## src/hdl/arpct_pkg.sv

```systemverilog
/*
 * shared constants and carrier types of the auto-reload pwm capture timer.
 * assumes a single 100 MHz system clock and active-low asynchronous reset.
 */
package arpct_pkg;

    // ==========================================================
    // widths and counts
    localparam int CNT_W = 8;
    localparam int PRE_W = 7;
    localparam int TAP_W = 3;
    localparam int PWM_CH = 2;
    localparam int CAP_CH = 2;

    // ==========================================================
    // values
    localparam logic [7:0] CNT_RESET = 8'h00;
    localparam logic [7:0] CNT_TOP = 8'hFF;
    localparam logic [7:0] DUTY_ALWAYS_LOW = 8'hFF;
    localparam logic [7:0] DUTY_ALWAYS_HIGH = 8'h00;
    localparam logic [7:0] SHADOW_RESET = 8'h00;
    localparam logic [6:0] PRE_RESET = 7'h00;

    // ==========================================================
    // carriers
    typedef struct packed {
        logic external_clock_select;
        logic [2:0] prescaler_tap_select;
        logic counter_run_enable;
        logic overflow_irq_enable;
    } arpct_ctl_t;

    typedef struct packed {
        logic [1:0] output_enable_bits;
        logic [1:0] output_polarity_bits;
    } arpct_pwm_ctl_t;

    typedef struct packed {
        logic [1:0] capture_edge_select;
        logic [1:0] capture_irq_enable;
    } arpct_cap_ctl_t;

    localparam arpct_ctl_t CTL_RESET = '0;
    localparam arpct_pwm_ctl_t PWM_CTL_RESET = '0;
    localparam arpct_cap_ctl_t CAP_CTL_RESET = '0;

endpackage

```

## src/hdl/arpct_prescaler.sv

```systemverilog
/*
 * power-of-two prescaler: counts input ticks, emits a one-cycle
 * counter tick on the selected tap. assumes ticks are clk_sys pulses.
 */
`timescale 1ns/1ps
module arpct_prescaler #(
    parameter int PW = arpct_pkg::PRE_W
) (
    input wire logic clk_sys,
    input wire logic rstn,
    input wire logic in_tick,
    input wire logic run,
    input wire logic clear,
    input wire logic [arpct_pkg::TAP_W-1:0] tap,
    output logic out_tick
);
    import arpct_pkg::*;

    logic [PW-1:0] pre;
    logic [PW:0] mask;

    // ==========================================================
    // tap mask: low tap bits all ones ends a divided period
    always_comb begin
        mask = (PW+1)'((1 << tap) - 1);
        out_tick = run && in_tick && ((pre & mask[PW-1:0]) == mask[PW-1:0]);
    end

    // ==========================================================
    // prescaler count
    always_ff @(posedge clk_sys or negedge rstn) begin
        if (!rstn) begin
            pre <= PRE_RESET;
        end else if (clear) begin
            pre <= PRE_RESET;
        end else if (run && in_tick) begin
            pre <= pre + 1'b1;
        end
    end

endmodule

```

## src/hdl/arpct_capture.sv

```systemverilog
/*
 * one input capture channel: edge detect, counter-clock synchronised
 * flag, locked capture value. assumes pin is synchronous to clk_sys.
 */
`timescale 1ns/1ps
module arpct_capture #(
    parameter int CW = arpct_pkg::CNT_W
) (
    input wire logic clk_sys,
    input wire logic rstn,
    input wire logic pin,
    input wire logic rise_sel,
    input wire logic irq_en,
    input wire logic sync_tick,
    input wire logic halt_mode,
    input wire logic status_read,
    input wire logic [CW-1:0] count,
    output logic [CW-1:0] value,
    output logic flag,
    output logic irq
);
    import arpct_pkg::*;

    logic pin_d;
    logic pending;
    logic edge_seen;
    logic set_flag;

    // ==========================================================
    // edge detect and counter-clock synchronisation
    assign edge_seen = rise_sel ? (pin && !pin_d) : (!pin && pin_d);
    assign set_flag = (pending || edge_seen) && sync_tick;

    always_ff @(posedge clk_sys or negedge rstn) begin
        if (!rstn) begin
            pin_d <= 1'b0;
        end else begin
            pin_d <= pin;
        end
    end

    always_ff @(posedge clk_sys or negedge rstn) begin
        if (!rstn) begin
            pending <= 1'b0;
        end else if (set_flag) begin
            pending <= 1'b0;
        end else if (edge_seen) begin
            pending <= 1'b1;
        end
    end

    // ==========================================================
    // flag: set wins over the read clear
    always_ff @(posedge clk_sys or negedge rstn) begin
        if (!rstn) begin
            flag <= 1'b0;
        end else if (set_flag) begin
            flag <= 1'b1;
        end else if (status_read) begin
            flag <= 1'b0;
        end
    end

    // ==========================================================
    // value locked while flag stands, frozen in halt
    always_ff @(posedge clk_sys or negedge rstn) begin
        if (!rstn) begin
            value <= '0;
        end else if (set_flag && !flag && !halt_mode) begin
            value <= count;
        end
    end

    assign irq = flag && irq_en;

endmodule

```

## src/hdl/arpct_timer.sv

```systemverilog
/*
 * auto-reload pwm capture timer: 8-bit reload counter with prescaler,
 * two pwm outputs, overflow flag, two capture channels.
 * assumes all inputs synchronous to clk_sys; software accesses are
 * one-cycle strobes on plain ports.
 */
`timescale 1ns/1ps
module arpct_timer #(
    parameter int CW = arpct_pkg::CNT_W,
    parameter int PW = arpct_pkg::PRE_W
) (
    input wire logic clk_sys,
    input wire logic rstn,
    // control and status
    input wire arpct_pkg::arpct_ctl_t timer_control_status,
    input wire logic force_reload,
    input wire logic status_read,
    output logic overflow_flag,
    output logic overflow_irq,
    // counter and reload
    input wire logic [CW-1:0] reload_value_register,
    input wire logic counter_write,
    input wire logic [CW-1:0] counter_write_data,
    output logic [CW-1:0] counter_access_register,
    // pwm
    input wire arpct_pkg::arpct_pwm_ctl_t pwm_control_register,
    input wire logic [CW-1:0] duty_cycle_register_0,
    input wire logic [CW-1:0] duty_cycle_register_1,
    output logic [arpct_pkg::PWM_CH-1:0] pwm_output_pin,
    output logic [arpct_pkg::PWM_CH-1:0] pwm_output_pin_oe,
    // capture
    input wire arpct_pkg::arpct_cap_ctl_t capture_control_status,
    input wire logic capture_status_read,
    input wire logic [arpct_pkg::CAP_CH-1:0] capture_input_pin,
    output logic [CW-1:0] capture_value_register_0,
    output logic [CW-1:0] capture_value_register_1,
    output logic [arpct_pkg::CAP_CH-1:0] capture_flag,
    output logic [arpct_pkg::CAP_CH-1:0] capture_irq,
    // system
    input wire logic event_clock_pin,
    input wire logic halt_mode,
    output logic wake_request
);
    import arpct_pkg::*;

    arpct_ctl_t ctl;
    arpct_pwm_ctl_t pwm_ctl;
    arpct_cap_ctl_t cap_ctl;
    logic event_d;
    logic event_tick;
    logic input_tick;
    logic run;
    logic pre_clear;
    logic count_tick;
    logic overflow_event;
    logic force_load;
    logic [CW-1:0] count;
    logic [CW-1:0] next_count;
    logic [CW-1:0] duty [PWM_CH];
    logic [CW-1:0] shadow [PWM_CH];
    logic [PWM_CH-1:0] next_level;
    logic [CW-1:0] cap_value [CAP_CH];
    logic cap_sync;

    // ==========================================================
    // control latches, frozen while halted
    always_ff @(posedge clk_sys or negedge rstn) begin
        if (!rstn) begin
            ctl <= CTL_RESET;
        end else if (!halt_mode) begin
            ctl <= timer_control_status;
        end
    end

    always_ff @(posedge clk_sys or negedge rstn) begin
        if (!rstn) begin
            pwm_ctl <= PWM_CTL_RESET;
        end else if (!halt_mode) begin
            pwm_ctl <= pwm_control_register;
        end
    end

    always_ff @(posedge clk_sys or negedge rstn) begin
        if (!rstn) begin
            cap_ctl <= CAP_CTL_RESET;
        end else if (!halt_mode) begin
            cap_ctl <= capture_control_status;
        end
    end

    // ==========================================================
    // clock source selection
    always_ff @(posedge clk_sys or negedge rstn) begin
        if (!rstn) begin
            event_d <= 1'b0;
        end else begin
            event_d <= event_clock_pin;
        end
    end

    assign event_tick = event_clock_pin && !event_d;

    always_comb begin
        if (ctl.external_clock_select) begin
            input_tick = event_tick;
        end else begin
            // cpu clock stops while halted
            input_tick = !halt_mode;
        end
    end

    assign run = ctl.counter_run_enable;
    assign force_load = force_reload && timer_control_status.counter_run_enable && !halt_mode;
    assign pre_clear = (counter_write && !halt_mode) || force_load;

    // ==========================================================
    // prescaler
    arpct_prescaler #(
        .PW(PW)
    ) u_prescaler (
        .clk_sys(clk_sys),
        .rstn(rstn),
        .in_tick(input_tick),
        .run(run),
        .clear(pre_clear),
        .tap(ctl.prescaler_tap_select),
        .out_tick(count_tick)
    );

    // ==========================================================
    // counter
    assign overflow_event = count_tick && !pre_clear && (count == CNT_TOP);

    always_comb begin
        next_count = count;
        if (counter_write && !halt_mode) begin
            next_count = counter_write_data;
        end else if (force_load) begin
            next_count = reload_value_register;
        end else if (count_tick) begin
            if (count == CNT_TOP) begin
                next_count = reload_value_register;
            end else begin
                next_count = count + 1'b1;
            end
        end
    end

    always_ff @(posedge clk_sys or negedge rstn) begin
        if (!rstn) begin
            count <= CNT_RESET;
        end else begin
            count <= next_count;
        end
    end

    assign counter_access_register = count;

    // ==========================================================
    // overflow flag: set wins over read clear
    always_ff @(posedge clk_sys or negedge rstn) begin
        if (!rstn) begin
            overflow_flag <= 1'b0;
        end else if (overflow_event) begin
            overflow_flag <= 1'b1;
        end else if (status_read) begin
            overflow_flag <= 1'b0;
        end
    end

    assign overflow_irq = overflow_flag && ctl.overflow_irq_enable;

    // ==========================================================
    // pwm channels
    assign duty[0] = duty_cycle_register_0;
    assign duty[1] = duty_cycle_register_1;

    generate
        for (genvar i = 0; i < PWM_CH; i++) begin : g_pwm
            always_ff @(posedge clk_sys or negedge rstn) begin
                if (!rstn) begin
                    shadow[i] <= SHADOW_RESET;
                end else if (overflow_event) begin
                    shadow[i] <= duty[i];
                end
            end

            always_comb begin
                if (shadow[i] == DUTY_ALWAYS_LOW) begin
                    next_level[i] = 1'b0;
                end else if (shadow[i] == DUTY_ALWAYS_HIGH) begin
                    next_level[i] = 1'b1;
                end else begin
                    next_level[i] = (count <= shadow[i]);
                end
            end

            always_ff @(posedge clk_sys or negedge rstn) begin
                if (!rstn) begin
                    pwm_output_pin[i] <= 1'b0;
                end else if (!halt_mode) begin
                    pwm_output_pin[i] <= next_level[i] ^ pwm_ctl.output_polarity_bits[i];
                end
            end

            always_ff @(posedge clk_sys or negedge rstn) begin
                if (!rstn) begin
                    pwm_output_pin_oe[i] <= 1'b0;
                end else begin
                    pwm_output_pin_oe[i] <= pwm_ctl.output_enable_bits[i];
                end
            end
        end
    endgenerate

    // ==========================================================
    // capture channels
    // halted or stopped counter: flag edges directly so wake still works
    assign cap_sync = count_tick || halt_mode || !run;

    generate
        for (genvar c = 0; c < CAP_CH; c++) begin : g_cap
            arpct_capture #(
                .CW(CW)
            ) u_capture (
                .clk_sys(clk_sys),
                .rstn(rstn),
                .pin(capture_input_pin[c]),
                .rise_sel(cap_ctl.capture_edge_select[c]),
                .irq_en(cap_ctl.capture_irq_enable[c]),
                .sync_tick(cap_sync),
                .halt_mode(halt_mode),
                .status_read(capture_status_read),
                .count(count),
                .value(cap_value[c]),
                .flag(capture_flag[c]),
                .irq(capture_irq[c])
            );
        end
    endgenerate

    assign capture_value_register_0 = cap_value[0];
    assign capture_value_register_1 = cap_value[1];

    // ==========================================================
    // wake from halt
    assign wake_request = halt_mode && (overflow_irq || (|capture_irq));

endmodule

```

## config.mk

```make
export PLATFORM = sky130hd
export DESIGN_NAME = arpct_timer
export DESIGN_NICKNAME = d
export VERILOG_FILES = /design/src/hdl/arpct_pkg.sv /design/src/hdl/arpct_prescaler.sv /design/src/hdl/arpct_capture.sv /design/src/hdl/arpct_timer.sv
export SDC_FILE = /design/constraint.sdc
export NUM_CORES = 1
export LEC_CHECK = 0
export BUFFER_PORTS_ARGS = -buffer_cell sky130_fd_sc_hd__buf_2
export CORE_AREA = 2 2 87 89
export CTS_CLUSTER_DIAMETER = 80
export DETAILED_ROUTE_END_ITERATION = 8
export DIE_AREA = 0 0 89 91
export PLACE_DENSITY = 0.88
export SYNTH_ARGS = -nofsm -noshare
export SYNTH_HDL_FRONTEND = slang
export SYNTH_HIERARCHICAL = 1
export SYNTH_SLANG_ARGS = --single-unit
```

## constraint.sdc

```tcl
create_clock -name clk_sys -period 2.44 [get_ports clk_sys]
set_input_delay 0.244 -clock clk_sys [delete_from_list [all_inputs] [get_ports clk_sys]]
set_output_delay 0.244 -clock clk_sys [all_outputs]
set_load 0.1 [all_outputs]
```

==> results of run 1 <==
-- what timing repair did --
action | in CTS | in global routing
resized for setup | 0 | 2
hold buffers | 0 | 0
endpoints found under the setup margin | 0 | 26
-- layer usage --
| metal | track usage | share of wire | up-vias |
|---|---|---|---|
| met5 | 0 | 0 | - |
| met4 | 0.08955 | 0.018 | 0 |
| met3 | 0.05182 | 0.056 | 14 |
| met2 | 0.3657 | 0.50 | 89 |
| met1 | 0.2920 | 0.43 | 1505 |
| li1 | - | - | 1426 |
-- worst max-delay path, delay by kind of cell, from the launching register on --
family	cells	cell delay [ns]
AOI/OAI and AO/OA	4	0.78
DFF	1	0.37
muxes	1	0.32
and+or+nand+nor	5	0.66
-- metrics by stage --
stage / cells / hold slack (ns) / setup WS [ns] / area (um^2)
finish: 543 / 0.01863 / 0.2011 / 4568
global route: 543 / 0.01965 / 0.02147 / 4568
CTS: 543 / 0.01124 / 0.04810 / 4562
detailed placement: 527 / 0.3589 / 0.06528 / 4318
global placement: 527 / 0.3555 / 0.1787 / 4318
floorplan: 340 / -0.05159 / 0.002021 / 3746
-- registers in the layout, summed over array words and instances (netlist names) --
name / flops
shadow: 16
g_cap.u_capture/pending: 2
g_cap.u_capture/value: 16
ctl: 5
pwm_output_pin: 2
pwm_ctl: 4
run: 1
event_d: 1
g_cap.u_capture/pin_d: 2
g_cap.u_capture/flag: 2
overflow_flag: 1
u_prescaler/pre: 7
counter_access_register: 8
pwm_output_pin_oe: 2
cap_ctl: 4
-- layout by cell type, fill, tap and decap left out, drive strengths merged, types with 2 or more instances in the layout --
master	instances
nand2	28
inv	23
mux2i	4
o211ai	2
o22ai	9
or3	2
xor2	3
nor3b	4
xnor2	6
and3b	3
or4	4
nand3	8
nand2b	2
dfrtp	73
nand4	9
a21o	4
buf	94
o21a	2
a221o	3
o311ai	2
a211oi	3
ha	18
mux2	33
nand3b	2
and2	5
bufinv	3
nor2	20
clkbuf	11
nor3	6
a22oi	3
nor2b	5
o21ai	25
a21oi	15
-- cell families (layout without fill, tap and decap cells) --
| group | after synthesis | count (layout) |
|---|---|---|
| AND/OR/NAND/NOR | 101 | 101 |
| AO/OA/AOI/OAI | 73 | 73 |
| flip-flops | 73 | 73 |
| multiplexers | 37 | 37 |
| buffers and inverters | 29 | 133 |
| adder cells (fa/ha/maj) | 18 | 18 |
| XOR/XNOR | 9 | 9 |
-- area by class of cell --
type	count	area (um^2)
clock buffers	11	141.4
clock inverters	5	102.6
fillers	616	2569
inverters	23	86.33
multi-input cells	238	1799
flip-flops and latches	73	1832
well taps	99	123.9
repair buffers	94	483.0
-- worst max-delay path by stage --
stage                                    start                           to  slack [ns]
finish                                 event_d  g_cap[0].u_capture/value[3]        0.20
global route                           event_d   counter_access_register[6]        0.02
CTS                                    event_d  g_cap[1].u_capture/value[7]        0.05
detailed placement                     event_d  g_cap[1].u_capture/value[7]        0.07
global placement                       event_d  g_cap[0].u_capture/value[3]        0.18
floorplan           counter_access_register[4]                    shadow[8]       0.002
-- power breakdown --
part | switching [mW] | total (mW) | internal (mW)
Sequential | 0.210 | 1.63 | 1.42
Combinational | 1.69 | 2.12 | 0.425
Clock | 0.452 | 1.16 | 0.706
==> flow_summary.ini, run 1 <==
[power_and_ir_drop]
total_power_mw = 4.906
ir_worst_vdd_uv = 500.6
pwr_density_cell_nw_per_um2 = 1074
leakagePower_nw = 2.212

[die]
core_area_um2 = 7137
die_area_um2 = 8099
fp.dieH_um = 91
pin_count = 91
rows = 31
die_w_um = 89
start_util = 0.5235

[layout]
fin_nets = 513
fin_util = 0.6401
drive_gt1_frac = 0.3671
syn_to_final_growth_pct = 22.27
n_antenna_cell = 0

[placed_design]
io_buffers = 90
hpwl_um = 6426
globalplace.congestion = 0.8302

[timing]
setup_viol = 0
fmax_ghz = 0.4466
period_share = 0.9176
period_minus_slack_ns = 2.239
hold_violations = 0
rsz0062_at_grt = false
fin_worst_skew_ns = 0.01183
slew_viol_final = 0
finalSetupTns_ns = 0
worst-slew-pin-transition_ns = 0.8870
slew_headroom = 0.4087

[logic_synthesis]
synthTopCellsByCount = dfrtp_1, mux2_2, nand2_1
netlist.area_leader.share = 0.4889
synthAdderAreaFrac = 0.06028
avgSynthCellArea_um2 = 10.99
synth.yosys.warnings = 6
yosys-top-cells-area = dfrtp_1, mux2_2, ha_1
yosysSeqAreaShare = 0.4889
synth_area_um2 = 3736
synth-seq-cells = 73
synth_top_family_by_area = simple AND/OR/NAND/NOR gates
synth_nets = 414
synth_simple_gate_area_frac = 0.1524
yosysMostFrequentCell = dfrtp_1
ys.flop_type = dfrtp_1
synth_mux_area_frac = 0.1102
synth_edf_count = 0
ys_async_sr_fraction = 1.000
ys_types = 48
yosysTopAreaCell = dfrtp_1
synth-xor-area-share = 0.02110
syn_inst = 340
synth_compound_area_frac = 0.1346

[route]
final_antenna_net_count = 0
drt_iter0_drc = 218
first_pass_iters = 4
wl_per_cell_um = 16.23
routed_wl_um = 8812
via_per_inst = 5.587
drc_errors = 0
vias = 3034

[worst_setup_path]
path_class = flip-flop to flip-flop
required_ns = 2.67
cp-start-kind = flip-flop
cp_max_fo = 8
worstPathCellList = nand3b_1, o21ai_1, nand2_2, a31oi_1, nand3_1, a21oi_2, nor2_1, nand2_2, o311ai_4, mux2_2
critPathArrivalTime_ns = 2.47
reg2regPathDepth = 10
rr_endpoint = g_cap[0].u_capture/value[3]
worst_path_most_repeated_cell = nand2_2
cpPeakStageDelay_ns = 0.37
crit_path_top_delay_cell = dfrtp_1
worstReg2RegStart = event_d
crit_path_end_kind = flip-flop
regToRegSetupSlack_ns = 0.20

[cts]
path_clk_slew_ns = 0.08
h-tree-depth = 3
cts_setup_buffers = 0
cts.sinks = 73
cts_made_buffers = 9
clk_latency_ns = 0.35
clk_path_buf_depth = 2
tritoncts = built
clockRootBuffer = clkbuf_8

[status]
status = finished, final reports clean

[global_route]
grt_pass1_vias = 3062
grt_usage = 0.2263
overflow = 0
grt_pass1_wl_um = 14020
grt_antenna_before_repair = 0
grt_max_degree = 74

[min_path]
hold_class = input pin to async pin

[flow_run]
drv_cap = 0
(Power assumes the default switching activity.)
==> run 2: changes to the inputs <==
--- a/config.mk
+++ b/config.mk
@@ -6,11 +6,12 @@
 export NUM_CORES = 1
 export LEC_CHECK = 0
 export BUFFER_PORTS_ARGS = -buffer_cell sky130_fd_sc_hd__buf_2
-export CORE_AREA = 2 2 87 89
+export CORE_AREA = 2 2 101 103
 export CTS_CLUSTER_DIAMETER = 80
 export DETAILED_ROUTE_END_ITERATION = 8
-export DIE_AREA = 0 0 89 91
-export PLACE_DENSITY = 0.88
+export DIE_AREA = 0 0 103 105
+export PLACE_DENSITY = 0.71
+export SETUP_SLACK_MARGIN = 0.15
 export SYNTH_ARGS = -nofsm -noshare
 export SYNTH_HDL_FRONTEND = slang
 export SYNTH_HIERARCHICAL = 1
==> flow_summary.ini, run 2 (synthesized netlist as in run 1, its figures left out) <==
[timing]
fmax_ghz = 0.4726
period_minus_slack_ns = 2.116
worst-slew-pin-transition_ns = 0.5971
setup_viol = 0
rsz0062_at_grt = false
final.setup.worst_slack_ns = 0.3238
period_share = 0.8673
fin_worst_skew_ns = 0.007169
slew_viol_final = 0
hold_violations = 0
slew_headroom = 0.6010
finalSetupTns_ns = 0

[placed_design]
io_buffers = 90
hpwl_um = 6719
postPlaceCellArea_um2 = 4402
placed_cells = 562
dp_slack_ns = 0.2332
globalplace.congestion = 0.8627

[route]
final_antenna_net_count = 0
vias = 2938
routed_wl_um = 8841
drt_iter0_drc = 85
via_per_inst = 5.048
first_pass_iters = 4
drc_errors = 0
wl_per_cell_um = 15.19

[layout]
final_area_um2 = 4649
layoutNonFillerInstCount = 582
layout_commonest_cell = buf_2
n_antenna_cell = 0
drive_gt1_frac = 0.3786
syn_to_final_growth_pct = 24.45
final_cell_mix = buf_2, dfrtp_1, mux2_2, nand2_1
fin_nets = 518

[die]
start_util = 0.3876
rows = 36
fp.dieH_um = 105
pin_count = 91
die_w_um = 103
die_area_um2 = 10820
core_area_um2 = 9639

[cts]
clockRootBuffer = clkbuf_8
path_clk_slew_ns = 0.07
h-tree-depth = 3
cts.sinks = 73
tritoncts = built
cts_made_buffers = 9
clk_path_buf_depth = 2
clk_latency_ns = 0.35

[power_and_ir_drop]
total_power_mw = 4.765
p_switching_mw = 2.336
power_frac_clock = 0.216
pwr_density_cell_nw_per_um2 = 1025
leakagePower_nw = 2.224
seq_power_share = 0.340
p_int_mw = 2.430
swShare = 0.4901
ir_worst_vdd_uv = 633.0
p_comb_frac = 0.443

[flow_run]
drv_cap = 0

[global_route]
grt_usage = 0.1730
grt_antenna_before_repair = 0
overflow = 0
grt_pass1_vias = 2957
grt_pass1_wl_um = 14460
grt_max_degree = 40

[worst_setup_path]
cp_max_fo = 5
cp-start-kind = flip-flop
required_ns = 2.67
crit_path_end_kind = flip-flop
worstReg2RegStart = event_d
critPathArrivalTime_ns = 2.35
cp-startpoint = event_d
path_class = flip-flop to flip-flop

[status]
status = finished, final reports clean

[min_path]
hp-start = event_clock_pin
hold_class = input pin to flip-flop
run 2: cell types whose count changed in the layout (fill, tap and decap cells not counted), moves of 2 or more:
cell     before  now
dfrtp_2       4    8
buf_12        0    2
dfrtp_1      69   65
buf_4         5    7
run 2: layout make-up:
| class | instances | area, um^2 |
|---|---|---|
| clock inverter | 5 | 81.33 |
| inverter | 23 | 86.33 |
| tap | 133 | 166.4 |
| clock buffer | 11 | 131.4 |
| timing repair buffer | 99 | 548.0 |
| sequential | 73 | 1837 |
| fill | 949 | 4990 |
| multi-input combinational | 238 | 1799 |
run 2: repair_timing:
item	in CTS	in global routing
hold buffers	1	0
resized for setup	0	2
endpoints found under the hold margin	34	0
setup endpoints to repair	0	34
setup buffers	0	3
run 2: worst paths after layout:
path                                              end  slack, ns  cells after the start
setup / recovery                            shadow[0]       0.32                     10
hold / removal                                event_d       0.02                      1
setup reg to reg                            shadow[0]       0.32                     10
hold reg to reg                  pwm_output_pin_oe[1]       0.38                      0
max in group asynchronous     g_cap[1].u_capture/flag       1.46                      3
min in group asynchronous  counter_access_register[2]       0.40                      2
run 2: power groups by stage:
stage	Sequential [mW]	Clock [mW]	Combinational, mW
2_1_floorplan	2.87	0	0.471
3_3_place_gp	1.64	0	2.09
3_5_place_dp	1.65	0	2.12
4_1_cts	1.62	1.05	2.12
5_1_grt	1.65	1.10	2.21
6_report	1.62	1.03	2.11
run 2: per-stage QoR:
| step | util | hold slack (ns) |
|---|---|---|
| after global routing | 0.4823 | 0.02245 |
| after CTS | 0.4798 | 0.02207 |
| after detailed placement | 0.4566 | 0.2446 |
| after floorplan | - | -0.05159 |
| after global placement | 0.4566 | 0.2395 |
| final | 0.4823 | 0.02409 |
run 2: critical path, cell delays in order, from the launching register on:
cell and delay [ns]:
dfrtp_1 0.36, nand3b_1 0.17, o21ai_2 0.10, nand2_2 0.11
a31oi_1 0.15, nand3_1 0.09, a21oi_1 0.18, buf_4 0.16
nor4b_4 0.21, buf_4 0.16, mux2_2 0.32
run 2: metal layers:
metal	vias to the layer above	wire, um	global-route usage
met2	70	4215	0.2792
li1	1438	-	-
met4	0	152	0.05827
met1	1417	3949	0.2238
met5	-	0	0
met3	13	522	0.04482
